==> src/design/cgc_consts.vh <==
`ifndef CGC_CONSTS_VH
`define CGC_CONSTS_VH
// ****************************************
// Register offsets
// ****************************************
`define CGC_ADDR_MOR 8'h00
`define CGC_ADDR_MCFR 8'h04
`define CGC_ADDR_PLLR 8'h08
`define CGC_ADDR_SR 8'h0C
`define CGC_ADDR_IER 8'h10
`define CGC_ADDR_IDR 8'h14
`define CGC_ADDR_IMR 8'h18
// ****************************************
// Field positions and widths
// ****************************************
`define CGC_MOR_EN 0
`define CGC_MOR_BYP 1
`define CGC_MOR_CNT_LO 8
`define CGC_MOR_CNT_HI 15
`define CGC_MCFR_TALLY_HI 15
`define CGC_MCFR_RDY 16
`define CGC_PLLR_DIV_HI 7
`define CGC_PLLR_CNT_LO 8
`define CGC_PLLR_CNT_HI 13
`define CGC_PLLR_GAIN_LO 16
`define CGC_PLLR_GAIN_HI 26
`define CGC_SR_STABLE 0
`define CGC_SR_LOCK 2
`define CGC_SR_FRDY 3
`define CGC_OSC_PRESCALE 3'h7
`define CGC_FREQ_PERIODS 5'h10
`define CGC_RESP_OKAY 2'h0
`define CGC_RESP_SLVERR 2'h2
`endif

==> src/design/cgc_sync2.v <==
// ****************************************
// Two flip-flop level synchroniser
// ****************************************
module cgc_sync2 (
    // Clock and reset.
    input wire ref_clk,
    input wire rst,
    // Level in and out.
    input wire din,
    output wire dout
);
    reg stage1_reg;
    reg stage2_reg;

    // The first stage feeds only the second one.
    always @(posedge ref_clk or posedge rst) begin
        if (rst) begin
            stage1_reg <= 1'b0;
            stage2_reg <= 1'b0;
        end else begin
            stage1_reg <= din;
            stage2_reg <= stage1_reg;
        end
    end

    assign dout = stage2_reg;
endmodule

==> src/design/cgc_edge.v <==
// ****************************************
// Synchronised clock edge detector
// ****************************************
module cgc_edge (
    // Clock and reset.
    input wire ref_clk,
    input wire rst,
    // Foreign clock in.
    input wire clk_in,
    // Edge pulses, one ref_clk cycle each.
    output wire rise,
    output wire fall
);
    wire level;
    reg last_reg;

    cgc_sync2 u_sync (
        .ref_clk(ref_clk),
        .rst(rst),
        .din(clk_in),
        .dout(level)
    );

    // Remembers the previous synchronised level.
    always @(posedge ref_clk or posedge rst) begin
        if (rst) begin
            last_reg <= 1'b0;
        end else begin
            last_reg <= level;
        end
    end

    assign rise = level & ~last_reg;
    assign fall = ~level & last_reg;
endmodule

==> src/design/cgc_top.v <==
// Our own choices: the AXI4-Lite interface to the registers and the placing of the registers.
`include "cgc_consts.vh"
// ****************************************
// Clock generator control with AXI4-Lite registers
// ****************************************
module cgc_top (
    // Clock and reset.
    input wire ref_clk,
    input wire rst,
    // Clocks from the analog macros.
    input wire slow_clock,
    input wire main_osc_clk,
    input wire pll_core_clk,
    // Analog control.
    output reg main_osc_power,
    output reg osc_bypass_out,
    output reg pll_power,
    output reg [7:0] pll_div_out,
    output reg [10:0] pll_gain_out,
    output wire main_clock_out,
    output wire pll_clock_out,
    output wire source_is_slow,
    output wire irq,
    // AXI4-Lite write address.
    input wire [7:0] s_axi_awaddr,
    input wire s_axi_awvalid,
    output wire s_axi_awready,
    // AXI4-Lite write data.
    input wire [31:0] s_axi_wdata,
    input wire [3:0] s_axi_wstrb,
    input wire s_axi_wvalid,
    output wire s_axi_wready,
    // AXI4-Lite write response.
    output reg [1:0] s_axi_bresp,
    output reg s_axi_bvalid,
    input wire s_axi_bready,
    // AXI4-Lite read address.
    input wire [7:0] s_axi_araddr,
    input wire s_axi_arvalid,
    output wire s_axi_arready,
    // AXI4-Lite read data.
    output reg [31:0] s_axi_rdata,
    output reg [1:0] s_axi_rresp,
    output reg s_axi_rvalid,
    input wire s_axi_rready
);
    // Register state.
    reg en_reg;
    reg byp_reg;
    reg [7:0] osc_cnt_reg;
    reg [7:0] div_reg;
    reg [10:0] gain_reg;
    reg [5:0] pll_cnt_reg;
    reg [2:0] mask_reg;
    reg stable_reg;
    reg lock_reg;
    reg frdy_reg;
    // Counters.
    reg [7:0] osc_down_reg;
    reg [2:0] osc_pre_reg;
    reg osc_run_reg;
    reg [5:0] pll_down_reg;
    reg pll_run_reg;
    reg [15:0] tally_reg;
    reg [4:0] fall_cnt_reg;
    reg [1:0] fstate_reg;
    // Bus capture.
    reg [7:0] awaddr_reg;
    reg aw_full_reg;
    reg [31:0] wdata_reg;
    reg [3:0] wstrb_reg;
    reg w_full_reg;

    localparam F_IDLE = 2'h0;
    localparam F_WAIT = 2'h1;
    localparam F_COUNT = 2'h2;
    localparam F_DONE = 2'h3;

    wire slow_rise;
    wire slow_fall;
    wire main_rise;

    // Slow and main clocks are foreign; sample them through two flops.
    cgc_edge u_slow (
        .ref_clk(ref_clk),
        .rst(rst),
        .clk_in(slow_clock),
        .rise(slow_rise),
        .fall(slow_fall)
    );
    cgc_edge u_main (
        .ref_clk(ref_clk),
        .rst(rst),
        .clk_in(main_osc_clk),
        .rise(main_rise),
        .fall()
    );

    // Merges a written word with byte strobes.
    function [31:0] merge;
        input [31:0] old;
        input [31:0] data;
        input [3:0] strb;
        integer i;
        begin
            merge = old;
            for (i = 0; i < 4; i = i + 1) begin
                if (strb[i]) begin
                    merge[i*8 +: 8] = data[i*8 +: 8];
                end
            end
        end
    endfunction

    // Write channel handshakes: hold each until both are captured.
    assign s_axi_awready = ~aw_full_reg & ~s_axi_bvalid;
    assign s_axi_wready = ~w_full_reg & ~s_axi_bvalid;
    assign s_axi_arready = ~s_axi_rvalid;

    wire wr_go = aw_full_reg & w_full_reg & ~s_axi_bvalid;
    wire rd_go = s_axi_arvalid & s_axi_arready;
    wire [31:0] mor_word = merge({16'h0000, osc_cnt_reg, 6'h00, byp_reg, en_reg},
                                  wdata_reg, wstrb_reg);
    wire [31:0] pllr_word = merge({5'h00, gain_reg, 2'h0, pll_cnt_reg, div_reg},
                                   wdata_reg, wstrb_reg);
    wire wr_mor = wr_go && (awaddr_reg == `CGC_ADDR_MOR);
    wire wr_pllr = wr_go && (awaddr_reg == `CGC_ADDR_PLLR);
    wire wr_ier = wr_go && (awaddr_reg == `CGC_ADDR_IER);
    wire wr_idr = wr_go && (awaddr_reg == `CGC_ADDR_IDR);
    wire new_en = mor_word[`CGC_MOR_EN];
    wire [7:0] new_div = pllr_word[`CGC_PLLR_DIV_HI:0];
    wire [10:0] new_gain = pllr_word[`CGC_PLLR_GAIN_HI:`CGC_PLLR_GAIN_LO];
    wire [5:0] new_pcnt = pllr_word[`CGC_PLLR_CNT_HI:`CGC_PLLR_CNT_LO];
    wire pll_change = wr_pllr && (new_gain != 11'h000) &&
                      ((gain_reg == 11'h000) || (new_gain != gain_reg) || (new_div != div_reg));
    wire osc_start = wr_mor & new_en;

    // Capture of address and data, taken in either order.
    always @(posedge ref_clk or posedge rst) begin
        if (rst) begin
            aw_full_reg <= 1'b0;
            w_full_reg <= 1'b0;
            awaddr_reg <= 8'h00;
            wdata_reg <= 32'h0000_0000;
            wstrb_reg <= 4'h0;
            s_axi_bvalid <= 1'b0;
            s_axi_bresp <= `CGC_RESP_OKAY;
        end else begin
            if (s_axi_awvalid & s_axi_awready) begin
                aw_full_reg <= 1'b1;
                awaddr_reg <= s_axi_awaddr;
            end
            if (s_axi_wvalid & s_axi_wready) begin
                w_full_reg <= 1'b1;
                wdata_reg <= s_axi_wdata;
                wstrb_reg <= s_axi_wstrb;
            end
            if (wr_go) begin
                aw_full_reg <= 1'b0;
                w_full_reg <= 1'b0;
                s_axi_bvalid <= 1'b1;
                s_axi_bresp <= (wr_mor | wr_pllr | wr_ier | wr_idr) ?
                               `CGC_RESP_OKAY : `CGC_RESP_SLVERR;
            end else if (s_axi_bready) begin
                s_axi_bvalid <= 1'b0;
            end
        end
    end

    // Configuration registers.
    always @(posedge ref_clk or posedge rst) begin
        if (rst) begin
            en_reg <= 1'b0;
            byp_reg <= 1'b0;
            osc_cnt_reg <= 8'h00;
            div_reg <= 8'h00;
            gain_reg <= 11'h000;
            pll_cnt_reg <= 6'h00;
            mask_reg <= 3'h0;
        end else begin
            if (wr_mor) begin
                en_reg <= new_en;
                byp_reg <= mor_word[`CGC_MOR_BYP];
                osc_cnt_reg <= mor_word[`CGC_MOR_CNT_HI:`CGC_MOR_CNT_LO];
            end
            if (wr_pllr) begin
                div_reg <= new_div;
                gain_reg <= new_gain;
                pll_cnt_reg <= new_pcnt;
            end
            if (wr_ier) begin
                mask_reg <= mask_reg | {wdata_reg[`CGC_SR_FRDY],
                                        wdata_reg[`CGC_SR_LOCK], wdata_reg[`CGC_SR_STABLE]};
            end else if (wr_idr) begin
                mask_reg <= mask_reg & ~{wdata_reg[`CGC_SR_FRDY],
                                         wdata_reg[`CGC_SR_LOCK], wdata_reg[`CGC_SR_STABLE]};
            end
        end
    end

    // Oscillator start-up counter, ticking every eight slow cycles.
    always @(posedge ref_clk or posedge rst) begin
        if (rst) begin
            osc_run_reg <= 1'b0;
            osc_down_reg <= 8'h00;
            osc_pre_reg <= 3'h0;
            stable_reg <= 1'b0;
        end else if (wr_mor & ~new_en) begin
            osc_run_reg <= 1'b0;
            stable_reg <= 1'b0;
        end else if (osc_start) begin
            stable_reg <= 1'b0;
            osc_run_reg <= 1'b1;
            osc_down_reg <= mor_word[`CGC_MOR_CNT_HI:`CGC_MOR_CNT_LO];
            osc_pre_reg <= `CGC_OSC_PRESCALE;
        end else if (osc_run_reg) begin
            if (osc_down_reg == 8'h00) begin
                osc_run_reg <= 1'b0;
                stable_reg <= 1'b1;
            end else if (slow_rise) begin
                osc_pre_reg <= osc_pre_reg - 3'h1;
                if (osc_pre_reg == 3'h0) begin
                    osc_pre_reg <= `CGC_OSC_PRESCALE;
                    osc_down_reg <= osc_down_reg - 8'h01;
                end
            end
        end
    end

    // Main-clock frequency measurement from a slow rising edge to the sixteenth slow falling edge.
    always @(posedge ref_clk or posedge rst) begin
        if (rst) begin
            fstate_reg <= F_IDLE;
            tally_reg <= 16'h0000;
            fall_cnt_reg <= 5'h00;
            frdy_reg <= 1'b0;
        end else if (~stable_reg) begin
            fstate_reg <= F_IDLE;
            frdy_reg <= 1'b0;
        end else begin
            case (fstate_reg)
                F_IDLE: begin
                    tally_reg <= 16'h0000;
                    fall_cnt_reg <= 5'h00;
                    fstate_reg <= F_WAIT;
                end
                F_WAIT: begin
                    if (slow_rise) begin
                        fstate_reg <= F_COUNT;
                    end
                end
                F_COUNT: begin
                    if (main_rise) begin
                        tally_reg <= tally_reg + 16'h0001;
                    end
                    if (slow_fall) begin
                        fall_cnt_reg <= fall_cnt_reg + 5'h01;
                        if (fall_cnt_reg + 5'h01 == `CGC_FREQ_PERIODS) begin
                            fstate_reg <= F_DONE;
                            frdy_reg <= 1'b1;
                        end
                    end
                end
                F_DONE: begin
                    fstate_reg <= F_DONE;
                end
                default: begin
                    fstate_reg <= F_IDLE;
                end
            endcase
        end
    end

    // PLL settle counter, one decrement per slow cycle.
    always @(posedge ref_clk or posedge rst) begin
        if (rst) begin
            pll_run_reg <= 1'b0;
            pll_down_reg <= 6'h00;
            lock_reg <= 1'b0;
        end else if (wr_pllr & (new_gain == 11'h000)) begin
            pll_run_reg <= 1'b0;
            lock_reg <= 1'b0;
        end else if (pll_change) begin
            lock_reg <= 1'b0;
            pll_run_reg <= 1'b1;
            pll_down_reg <= new_pcnt;
        end else if (pll_run_reg) begin
            if (pll_down_reg == 6'h00) begin
                pll_run_reg <= 1'b0;
                lock_reg <= 1'b1;
            end else if (slow_rise) begin
                pll_down_reg <= pll_down_reg - 6'h01;
            end
        end
    end

    // Analog controls registered from the configuration.
    always @(posedge ref_clk or posedge rst) begin
        if (rst) begin
            main_osc_power <= 1'b0;
            osc_bypass_out <= 1'b0;
            pll_power <= 1'b0;
            pll_div_out <= 8'h00;
            pll_gain_out <= 11'h000;
        end else begin
            main_osc_power <= en_reg;
            osc_bypass_out <= byp_reg;
            pll_power <= (gain_reg != 11'h000);
            pll_div_out <= div_reg;
            pll_gain_out <= gain_reg;
        end
    end

    // Clock outputs: gated so a stopped source shows low.
    assign main_clock_out = (main_osc_power | osc_bypass_out) & main_osc_clk;
    assign pll_clock_out = pll_power & (pll_div_out != 8'h00) & pll_core_clk;
    assign source_is_slow = 1'b1;
    assign irq = |(mask_reg & {frdy_reg, lock_reg, stable_reg});

    // Read channel.
    always @(posedge ref_clk or posedge rst) begin
        if (rst) begin
            s_axi_rvalid <= 1'b0;
            s_axi_rdata <= 32'h0000_0000;
            s_axi_rresp <= `CGC_RESP_OKAY;
        end else if (rd_go) begin
            s_axi_rvalid <= 1'b1;
            s_axi_rresp <= `CGC_RESP_OKAY;
            case (s_axi_araddr)
                `CGC_ADDR_MOR: s_axi_rdata <= {16'h0000, osc_cnt_reg, 6'h00, byp_reg, en_reg};
                `CGC_ADDR_MCFR: s_axi_rdata <= {15'h0000, frdy_reg, tally_reg};
                `CGC_ADDR_PLLR: s_axi_rdata <= {5'h00, gain_reg, 2'h0, pll_cnt_reg, div_reg};
                `CGC_ADDR_SR: s_axi_rdata <= {28'h0000000, frdy_reg, lock_reg, 1'b0, stable_reg};
                `CGC_ADDR_IMR: s_axi_rdata <= {28'h0000000, mask_reg[2:1], 1'b0, mask_reg[0]};
                default: begin
                    s_axi_rdata <= 32'h0000_0000;
                    s_axi_rresp <= `CGC_RESP_SLVERR;
                end
            endcase
        end else if (s_axi_rready) begin
            s_axi_rvalid <= 1'b0;
        end
    end
endmodule

==> config.mk <==
export PLATFORM = sky130hd
export DESIGN_NAME = cgc_top
export DESIGN_NICKNAME = d
export VERILOG_FILES = /design/src/design/cgc_sync2.v /design/src/design/cgc_edge.v /design/src/design/cgc_top.v
export VERILOG_INCLUDE_DIRS = /design/src /design/src/design
export SDC_FILE = /design/constraint.sdc
export NUM_CORES = 1
export LEC_CHECK = 0
export BUFFER_PORTS_ARGS = -buffer_cell sky130_fd_sc_hd__buf_2
export CAP_MARGIN = 15
export CORE_UTILIZATION = 59
export CTS_BUF_LIST = sky130_fd_sc_hd__clkbuf_8
export DETAILED_ROUTE_END_ITERATION = 6
export PLACE_DENSITY = 0.9
export RECOVER_POWER = 50
export SYNTH_ARGS = -nofsm -noshare
export SYNTH_HDL_FRONTEND = slang
export SYNTH_HIERARCHICAL = 1
export SYNTH_SLANG_ARGS = --single-unit
==> constraint.sdc <==
create_clock -name ref_clk -period 6.4 [get_ports ref_clk]
set_input_delay 0.96 -clock ref_clk [delete_from_list [all_inputs] [get_ports ref_clk]]
set_output_delay 0.96 -clock ref_clk [all_outputs]
set_load 0.1 [all_outputs]
Word-level counts from Yosys, hierarchy flattened
Cells that the tools add are included.
{ "classes": {"n_eq_ne": 23, "mux": 62, "reduce_logical": 46, "addsub": 5, "bitwise": 34} }
{ "ops": {"columns": ["op", "n"], "rows": [
  ["27-bit one-hot mux with 5 select lines", 1],
  ["8-bit 2-to-1 mux", 8],
  ["16-bit one-hot mux with 2 select lines", 1],
  ["6-bit 2-to-1 mux", 5],
  ["1-bit 2-to-1 mux", 29],
  ["8-bit by 4-bit == test with 1-bit output (second input constant)", 3],
  ["8-bit by 5-bit == test with 1-bit output (second input constant)", 3],
  ["8-bit logical NOT", 3],
  ["3-bit 2-to-1 mux", 8],
  ["11-bit logical NOT", 2],
  ["11-bit nonzero test", 2],
  ["2-bit nonzero test", 11],
  ["16-bit by 1-bit adder with 16-bit output (second input constant)", 1],
  ["1-bit bitwise AND", 16],
  ["16-bit 2-to-1 mux", 1],
  ["2-bit 2-to-1 mux", 6],
  ["3-bit AND reduction", 4],
  ["3-bit nonzero test", 4],
  ["11-bit inequality test", 1],
  ["1-bit inverter", 10],
  ["5-bit one-hot mux with 2 select lines", 1],
  ["3-bit inequality test (second input constant)", 3],
  ["8-bit by 3-bit == test with 1-bit output (second input constant)", 1],
  ["2-bit inequality test (second input constant)", 4],
  ["other kinds (26)", 42]
]} }
{ "totals": {"wordCells": 209, "reg_bits": 190, "output_inout_bits": 67, "input_bits": 62} }

Logic depth before layout (Yosys ltp)
Gate-level depths: netlist (run 1).
{ "logic_depth": {"depth_word": 7, "ltp_mapped": 8, "depth_no_buf": 8} }

Cells and area by module
Netlist (run 1), hierarchy kept.
{ "by_module_without_submodules": {"columns": ["mod", "cells_per_inst", "n_inst", "area_each_um2"], "rows": [
  ["cgc_top", 684, 1, 8052.7],
  ["cgc_sync2", 3, 2, 53.8],
  ["cgc_edge", 4, 2, 43.8]
]} }

Worst setup path before layout (run 1)
OpenSTA, ideal clock, no wires.
{ "synth_timing": {"path_type": "flip-flop to output port", "start": "register pll_div_out[1]", "end": "output pll_clock_out", "setup_slack_ns": 2.862, "n_path_buf": 0, "stages_incl_launch_ff": 3, "arrival_time_ns": 2.578, "cell_sequence": "dfrtp_1 nor4_1 a21oi_1"} }
{ "synth_between": {"elab_chain_cells": 3} }
{ "synth_rtl": {"columns": ["element", "line", "source"], "rows": [
  ["start, declared", "cgc_top.v:18", "output reg [7:0] pll_div_out,"],
  ["start signal, assigned", "cgc_top.v:309", "pll_div_out <= div_reg;"],
  ["8-bit nonzero test", "cgc_top.v:316", "assign pll_clock_out = pll_power & (pll_div_out != 8'h00) & pll_core_clk;"],
  ["1-bit bitwise AND (2 in a row)", "cgc_top.v:316", null],
  ["end, declared", "cgc_top.v:21", "output wire pll_clock_out,"]
]} }
Every way passes these cells.

Worst setup path in the final report (run 1)
{ "layout_timing": {"start": "input s_axi_arvalid", "end": "register s_axi_rdata[21]"} }
{ "layout_between": {"elab_chain_cells": 1} }
{ "layout_rtl": {"columns": ["element", "line", "source"], "rows": [
  ["start, declared", "cgc_top.v:39", "input wire s_axi_arvalid,"],
  ["1-bit bitwise AND", "cgc_top.v:121", "wire rd_go = s_axi_arvalid & s_axi_arready;"],
  ["end signal, assigned", "cgc_top.v:330", "`CGC_ADDR_MOR: s_axi_rdata <= {16'h0000, osc_cnt_reg, 6'h00, byp_reg, en_reg};"],
  ["end signal, assigned", "cgc_top.v:331", "`CGC_ADDR_MCFR: s_axi_rdata <= {15'h0000, frdy_reg, tally_reg};"],
  ["end signal, assigned", "cgc_top.v:332", "`CGC_ADDR_PLLR: s_axi_rdata <= {5'h00, gain_reg, 2'h0, pll_cnt_reg, div_reg};"],
  ["end, declared", "cgc_top.v:42", "output reg [31:0] s_axi_rdata,"]
]} }
Every way passes these cells.
A chain may end at the register's enable or synchronous reset.

==> metrics.yaml, run 1 <==
setup_path:
  crit_path_start_kind: "input port"
  arrival_ns: 3.28
  critPathMaxFanout: 32
  crit_family: "buffers and inverters"
  critPathMaxStageDelay_ns: 1.15
  critical_path_required_ns: 6.76
  crit_start: "s_axi_arvalid"
  crit_chain: "buf_2 -> nand2_1 -> clkbuf_1 -> nor3_1 -> clkbuf_1 -> a22o_1"
  cp_common_cell: "clkbuf_1"
  crit_buf_inv: 3
  critPathSlowestCell: "clkbuf_1"
  timing.rr.start: "s_axi_rvalid"
  crit_type: "input port to register"
  cp-end-kind: "register"
clock_tree:
  cts_hold_buf: 0
  cts.htree.levels: 4
  numCtsBuffers: 17
  path_clk_slew_ns: 0.09
  clock_path_buffers: 2
  cts_resized: 0
  clk_latency_ns: 0.47
  cts.sink_count: 183
  cts_root_buf: "clkbuf_8"
  cts_tree: "done"
  cts_setup_buffers: 0
power:
  fin_total_pwr_mw: 3.19
  peakVddDrop_mv: 0.307
  cellLeakagePower_nw: 4.60
  power_per_cell_area_nw_per_um2: 344
layout:
  fin_nets: 876
  nFillCells: 982
  area_growth_pct: 12.6
  drive_gt1_frac: 0.282
  diodes: 0
worst_hold_path:
  hold_class: "register to register"
  worstHoldStart: "u_slow/u_sync/stage1_reg"
timing:
  fin_ws_ns: 3.48
  tns_ns: 0
  worstMarginPinSlew_ns: 1.90
  fmaxAchievable_mhz: 342
  finalCritPeriodShare: 0.456
  min_period_ns: 2.92
  rsz0062_at_grt: "false"
  slew-limit-headroom: -0.265
  skew_ns: 0.0180
  final_max_slew_viol_count: 66
  setup_viol: 0
  hold_violations: 0
place:
  dpl.hpwl_um: 12200
  gp_congestion: 0.826
  io_buffers: 115
  pre_cts_ws_ns: 3.57
routing:
  drtPass1Iterations: 5
  viasPerCell: 5.80
  drc: 0
  wl_per_cell_um: 17.7
  drt_iter0_drc: 404
  num_vias: 5765
  drt_wl_total_um: 17600
  ant_nets: 0
grt:
  grt_pass1_vias: 5789
  overflow: 0
  grt_pass1_wl_um: 28800
  antenna_found_initial: 0
  grt_usage: 0.262
  grt_max_degree: 109
floorplan:
  fp.dieH_um: 120
  die-area_um2: 14400
  initial_core_util: 0.612
  rows: 42
  core_um2: 13500
  die_w_um: 120
  num_io_pins: 129
yosys:
  ys_warn_count: 6
  syn_inst: 697
  syn_area_per_cell_um2: 11.8
  syn_area_um2: 8240
run_status:
  violations: "capacitance limit, slew limit"
  run_status: "complete, but fails checks"
flow_run:
  cap_viol_max_count: 2
worst paths after layout:
path,endpoint,slack [ns],depth (start not counted)
hold / removal,u_slow/u_sync/dout,0.36,0
min in group asynchronous,u_slow/last_reg,0.42,2
setup / recovery,s_axi_rdata[21],3.48,6
hold reg to reg,u_slow/u_sync/dout,0.36,0
setup reg to reg,s_axi_rdata[21],3.64,6
max in group asynchronous,wdata_reg[8],4.21,3
where the power goes:
group / internal [mW] / switching [mW]
Combinational: 0.320 / 0.518
Clock: 0.332 / 0.416
Sequential: 1.35 / 0.254
stage by stage:
stage               hold WS [ns]  area [um2]   util  instances
finish                     0.363        9280  0.690        994
global route               0.379        9280  0.690        994
CTS                        0.359        9300  0.691        994
detailed placement         0.342        8920  0.663        963
global placement           0.342        8920  0.663        963
floorplan                  0.331        8260      -        703
area by class of cell:
class / count / area (um2) / share of cell area
sequential: 183 / 4580 / 0.493
multi-input combinational: 463 / 3420 / 0.369
timing repair buffer: 119 / 592 / 0.0638
clock buffer: 19 / 262 / 0.0282
tap: 176 / 220 / 0.0237
clock inverter: 12 / 119 / 0.0128
inverter: 22 / 87.6 / 0.00944
routing by layer:
| layer | track usage | vias up | part of all wire |
|---|---|---|---|
| li1 | - | 2671 | - |
| met1 | 0.344 | 2880 | 0.44 |
| met2 | 0.432 | 187 | 0.49 |
| met3 | 0.0566 | 27 | 0.050 |
| met4 | 0.0898 | 0 | 0.019 |
| met5 | 0 | - | 0 |
layout by cell type (no fill, tap or decap), types with 3 or more instances in the layout:
cell	count
a211oi_1	5
a21o_1	5
a21oi_1	22
a22o_1	26
a31oi_1	3
and4_1	3
buf_2	113
clkbuf_1	5
clkbuf_8	19
clkinv_4	4
conb_1	8
dfrtp_1	183
ha_1	8
inv_1	22
inv_6	5
mux2_2	72
mux2i_1	32
nand2_1	49
nand2b_1	3
nand3_1	17
nand4_1	9
nor2_1	43
nor2b_1	16
nor3_1	17
nor4_1	13
nor4b_1	4
o21a_1	3
o21ai_0	18
o22ai_1	3
o31ai_1	9
or3_1	3
xnor2_1	12
xor2_1	31
Power figures use the tool's default switching activity.
==> run 2: changes to the inputs <==
==> constraint.sdc (replaced) <==
create_clock -name ref_clk -period 2.9 [get_ports ref_clk]
set_input_delay 0.435 -clock ref_clk [delete_from_list [all_inputs] [get_ports ref_clk]]
set_output_delay 0.435 -clock ref_clk [all_outputs]
set_load 0.1 [all_outputs]
==> run 2 against run 1 <==
Compared with the run above: the run now ends clean; clock-buffer cell count fell by 2; register-to-register slack got worse by 3.3 ns; die area did not move; final cell count rose by 1.0%; wire length rose by 4.5%; critical path depth rose by 1; clock skew fell by 0.0079 ns; cell area rose by 1.6%; sequential power rose by 120%; global-route usage rose by 1.2 points; critical path type is now register to register; largest cell class unchanged.
==> metrics.yaml, run 2 (same netlist as run 1, synthesis figures left out) <==
worst_hold_path:
  worstHoldStart: "slow_clock"
  hold_class: "input port to register"
timing:
  setup_viol: 0
  fin_ws_ns: 0.360
  finalCritPeriodShare: 0.876
  slew-limit-headroom: 0.0882
  hold_violations: 0
  rsz0062_at_grt: "false"
  tns_ns: 0
  worstMarginPinSlew_ns: 1.36
  min_period_ns: 2.54
  skew_ns: 0.0100
  final_max_slew_viol_count: 0
  fmaxAchievable_mhz: 394
clock_tree:
  cts_hold_buf: 1
  cts_setup_buffers: 0
  cts_tree: "done"
  cts_resized: 0
  path_clk_slew_ns: 0.09
  clock_path_buffers: 2
  cts.sink_count: 183
  cts_root_buf: "clkbuf_8"
  cts.htree.levels: 4
  clk_latency_ns: 0.46
  numCtsBuffers: 17
power:
  intPower_mw: 4.72
  power_per_cell_area_nw_per_um2: 777
  seq_power_share: 0.475
  pwr-share-comb: 0.265
  power_switching_mw: 2.61
  fin_total_pwr_mw: 7.33
  p_clk_frac: 0.260
  cellLeakagePower_nw: 4.69
  peakVddDrop_mv: 0.504
  swShare: 0.356
grt:
  grt_max_degree: 53
  overflow: 0
  antenna_found_initial: 0
  grt_pass1_wl_um: 29900
  grt_usage: 0.274
  grt_pass1_vias: 5878
layout:
  drive_gt1_frac: 0.295
  stdcell_area_um2: 9430
  fin_nets: 884
  postLayoutCoreUtil: 0.701
  area_growth_pct: 14.5
  final_cell_mix: "dfrtp_1 (183), buf_2 (113), mux2_2 (73), nand2_1 (49), nor2_1 (42)"
  final_common_cell: "dfrtp_1"
setup_path:
  crit_family: "simple AND/OR/NAND/NOR gates"
  crit_type: "register to register"
  critPathSlowestCell: "or4_4"
  critical_path_required_ns: 3.28
  critPathMaxFanout: 6
  crit_chain: "or4_4 -> nor4_4 -> buf_4 -> and2_2 -> a221oi_2 -> nor2_4 -> mux2i_1"
  crit_path_start_kind: "register"
  crit_start: "awaddr_reg[1]"
  timing.rr.start: "awaddr_reg[1]"
  arrival_ns: 2.92
  crit_buf_inv: 1
  critPathMaxStageDelay_ns: 0.57
  cp-end-kind: "register"
routing:
  drt_iter0_drc: 544
  drt_wl_total_um: 18400
  viasPerCell: 5.84
  wl_per_cell_um: 18.3
  drc: 0
  num_vias: 5860
  ant_nets: 0
  drtPass1Iterations: 5
floorplan:
  rows: 42
  fp.dieH_um: 120
  core_um2: 13500
  die-area_um2: 14400
  initial_core_util: 0.612
  die_w_um: 120
  num_io_pins: 129
place:
  gp_congestion: 0.856
  pre_cts_ws_ns: 0.469
  postPlaceCellArea_um2: 9020
  dpl.hpwl_um: 13000
  io_buffers: 115
run_status:
  run_status: "completed"
flow_run:
  cap_viol_max_count: 0
[run 2: layout make-up]
class                      instances  area (um2)
clock buffer                      17         234
fill                             944        4020
sequential                       183        4580
multi-input combinational        463        3430
timing repair buffer             127         672
clock inverter                    15         210
inverter                          22        83.8
tap                              176         220
antenna                            1        2.50
[run 2: layer usage]
layer / wire length (um) / share of wire / up-vias / track usage
met4: 362 / 0.020 / 0 / 0.110
li1: - / - / 2687 / -
met1: 7800 / 0.42 / 2944 / 0.347
met2: 9270 / 0.50 / 194 / 0.460
met5: 0 / 0 / - / 0
met3: 951 / 0.052 / 35 / 0.0561
[run 2: path summary, 6_finish.rpt]
path | depth (start not counted) | endpoint | slack, ns
worst max-delay path | 7 | pll_down_reg[4] | 0.36
min in group asynchronous | 3 | u_slow/last_reg | 0.43
worst max register to register | 7 | pll_down_reg[4] | 0.36
worst min register to register | 0 | u_slow/u_sync/dout | 0.35
max in group asynchronous | 4 | pll_gain_out[7] | 0.65
worst min-delay path | 1 | u_slow/u_sync/stage1_reg | 0.08
[run 2: metrics by stage]
stage | hold WS (ns) | instances
final | 0.0829 | 1004
after global routing | 0.0576 | 1003
after CTS | 0.0612 | 1003
after detailed placement | 0.335 | 970
after global placement | 0.324 | 970
after floorplan | 0.164 | 703
[run 2: power groups by stage]
stage / Clock, mW / Combinational [mW] / Sequential, mW
global route: 2.03 / 2.08 / 3.54
finish: 1.91 / 1.94 / 3.48
global placement: 0 / 1.87 / 3.49
detailed placement: 0 / 1.94 / 3.52
floorplan: 0 / 1.30 / 3.67
CTS: 1.93 / 1.96 / 3.48
[run 2: worst register-to-register path: stages, from the launching register on]
cell      delay [ns]
dfrtp_1         0.40
or4_4           0.57
nor4_4          0.42
buf_4           0.23
and2_2          0.24
a221oi_2        0.13
nor2_4          0.24
mux2i_1         0.23
==> run 3: changes to the inputs <==
--- a/config.mk
+++ b/config.mk
@@ -13,6 +13,7 @@
 export DETAILED_ROUTE_END_ITERATION = 6
 export PLACE_DENSITY = 0.9
 export RECOVER_POWER = 50
+export SETUP_SLACK_MARGIN = 0.5
 export SYNTH_ARGS = -nofsm -noshare
 export SYNTH_HDL_FRONTEND = slang
 export SYNTH_HIERARCHICAL = 1
==> run 3 against run 2 <==
Compared with the run above: cell area rose by 0.54%; wire length fell by 0.79%; flip-flop and latch count did not move; highest routed layer unchanged; critical path type unchanged; core utilization rose by 0.38 points; global-route usage fell by 0.58 points; hold slack improved by 0.0052 ns; total power fell by 1.3%; critical endpoint is now osc_down_reg[7]; non-clock buffer count rose by 8; largest power group unchanged; register-to-register slack improved by 0.19 ns.
==> metrics.yaml, run 3 (same netlist as run 1, synthesis figures left out) <==
clock_tree:
  path_clk_slew_ns: 0.09
  numCtsBuffers: 17
  cts_root_buf: "clkbuf_8"
  clock_path_buffers: 2
  cts_tree: "done"
  clk_latency_ns: 0.45
  cts.sink_count: 183
  cts.htree.levels: 4
routing:
  drt_iter0_drc: 605
  ant_nets: 0
  drtPass1Iterations: 4
  viasPerCell: 5.87
  wl_per_cell_um: 18.1
  drc: 0
  num_vias: 5933
  drt_wl_total_um: 18200
grt:
  antenna_found_initial: 0
  grt_usage: 0.268
  grt_max_degree: 60
  grt_pass1_wl_um: 29500
  grt_pass1_vias: 5859
  overflow: 0
timing:
  worstMarginPinSlew_ns: 1.07
  tns_ns: 0
  whs_ns: 0.0881
  fin_ws_ns: 0.553
  setup_viol: 0
  slew-limit-headroom: 0.282
  min_period_ns: 2.35
  final_max_slew_viol_count: 0
  fmaxAchievable_mhz: 426
  finalCritPeriodShare: 0.809
  skew_ns: 0.0123
  rsz0062_at_grt: "true"
  hold_violations: 0
setup_path:
  timing.rr.start: "u_slow/u_sync/dout"
  crit_path_start_kind: "register"
  critical_path_required_ns: 3.28
  cp-end-kind: "register"
  crit_start: "u_slow/u_sync/dout"
  critPathMaxFanout: 9
  ff2ff_path_depth: 8
  reg2reg_to: "osc_down_reg[7]"
  arrival_ns: 2.72
  critPathCapture: "osc_down_reg[7]"
  ff2ff_setup_slack_ns: 0.55
  crit_type: "register to register"
layout:
  fin_nets: 892
  drive_gt1_frac: 0.301
  area_growth_pct: 15.1
  final_common_cell: "dfrtp_1"
  stdcell_area_um2: 9490
  nFillCells: 937
  diodes: 0
  final_cell_mix: "dfrtp_1 (182), buf_2 (113), mux2_2 (73), nand2_1 (49), nor2_1 (41)"
floorplan:
  die_w_um: 120
  die-area_um2: 14400
  initial_core_util: 0.612
  core_um2: 13500
  fp.dieH_um: 120
  num_io_pins: 129
  rows: 42
place:
  pre_cts_ws_ns: 0.394
  postPlaceCellArea_um2: 9030
  io_buffers: 115
  gp_congestion: 0.870
  dpl.hpwl_um: 13000
worst_hold_path:
  hold_class: "input port to register"
  worstHoldStart: "slow_clock"
power:
  peakVddDrop_mv: 0.495
  power_per_cell_area_nw_per_um2: 763
  cellLeakagePower_nw: 4.72
  fin_total_pwr_mw: 7.24
run_status:
  run_status: "completed"
flow_run:
  cap_viol_max_count: 0
[run 3: cell types whose count changed in the layout (fill, tap and decap cells not counted), moves of 2 or more]
cell / change
nor2_4: +2
clkinv_2: -3
buf_4: +5
bufinv_16: -2
clkbuf_8: +3
clkbuf_1: +2
and2_2: -2
and2_4: +2
inv_1: +2
[run 3: routing by layer]
| metal | part of all wire | vias to the layer above | GRT usage |
|---|---|---|---|
| li1 | - | 2721 | - |
| met1 | 0.43 | 3002 | 0.356 |
| met2 | 0.51 | 186 | 0.448 |
| met3 | 0.045 | 24 | 0.0448 |
| met4 | 0.017 | 0 | 0.0914 |
| met5 | 0 | - | 0 |
[run 3: what timing repair did]
item                                    4_1_cts  5_1_grt
setup buffers                                 5        2
hold endpoints to repair                      6        0
endpoints found under the setup margin        6       12
gates resized for setup                       0        7
pin swaps                                     1        1
hold buffers                                  1        0
[run 3: metrics by stage]
stage,utilization,cells
6_report,0.705,1010
5_1_grt,0.705,1010
4_1_cts,0.705,1008
3_5_place_dp,0.671,971
2_1_floorplan,-,703
3_3_place_gp,0.671,971
[run 3: worst min-delay path by stage]
| stage | endpoint | slack [ns] | cells past startpoint |
|---|---|---|---|
| 3_5_place_dp | u_main/last_reg | 0.33 | 2 |
| 2_1_floorplan | u_main/last_reg | 0.16 | 1 |
| 5_1_grt | u_slow/u_sync/stage1_reg | 0.05 | 1 |
| 4_1_cts | u_slow/u_sync/stage1_reg | 0.07 | 1 |
| 3_3_place_gp | u_slow/last_reg | 0.32 | 2 |
| 6_report | u_slow/u_sync/stage1_reg | 0.09 | 1 |
[run 3: power breakdown]
part / switching [mW] / internal (mW)
Combinational: 1.22 / 0.754
Sequential: 0.515 / 2.98
Clock: 0.858 / 0.905
[run 3: cell type report]
| class | instances | area, um2 | share of cell area |
|---|---|---|---|
| flip-flops and latches | 183 | 4580 | 0.483 |
| multi-input cells | 463 | 3470 | 0.365 |
| repair buffers | 135 | 726 | 0.0765 |
| clock buffers | 20 | 275 | 0.0290 |
| well taps | 176 | 220 | 0.0232 |
| clock inverters | 11 | 134 | 0.0141 |
| inverters | 22 | 83.8 | 0.00884 |
[run 3: critical path, cell delays in order, from the launching register on]
cell and delay [ns]:
dfrtp_1 0.38, nor2b_1 0.14, clkbuf_1 0.41, nor4b_1 0.38, nand2_1 0.17, nor4b_1 0.40, xor2_1 0.21, nor2_1 0.06
a21oi_1 0.12
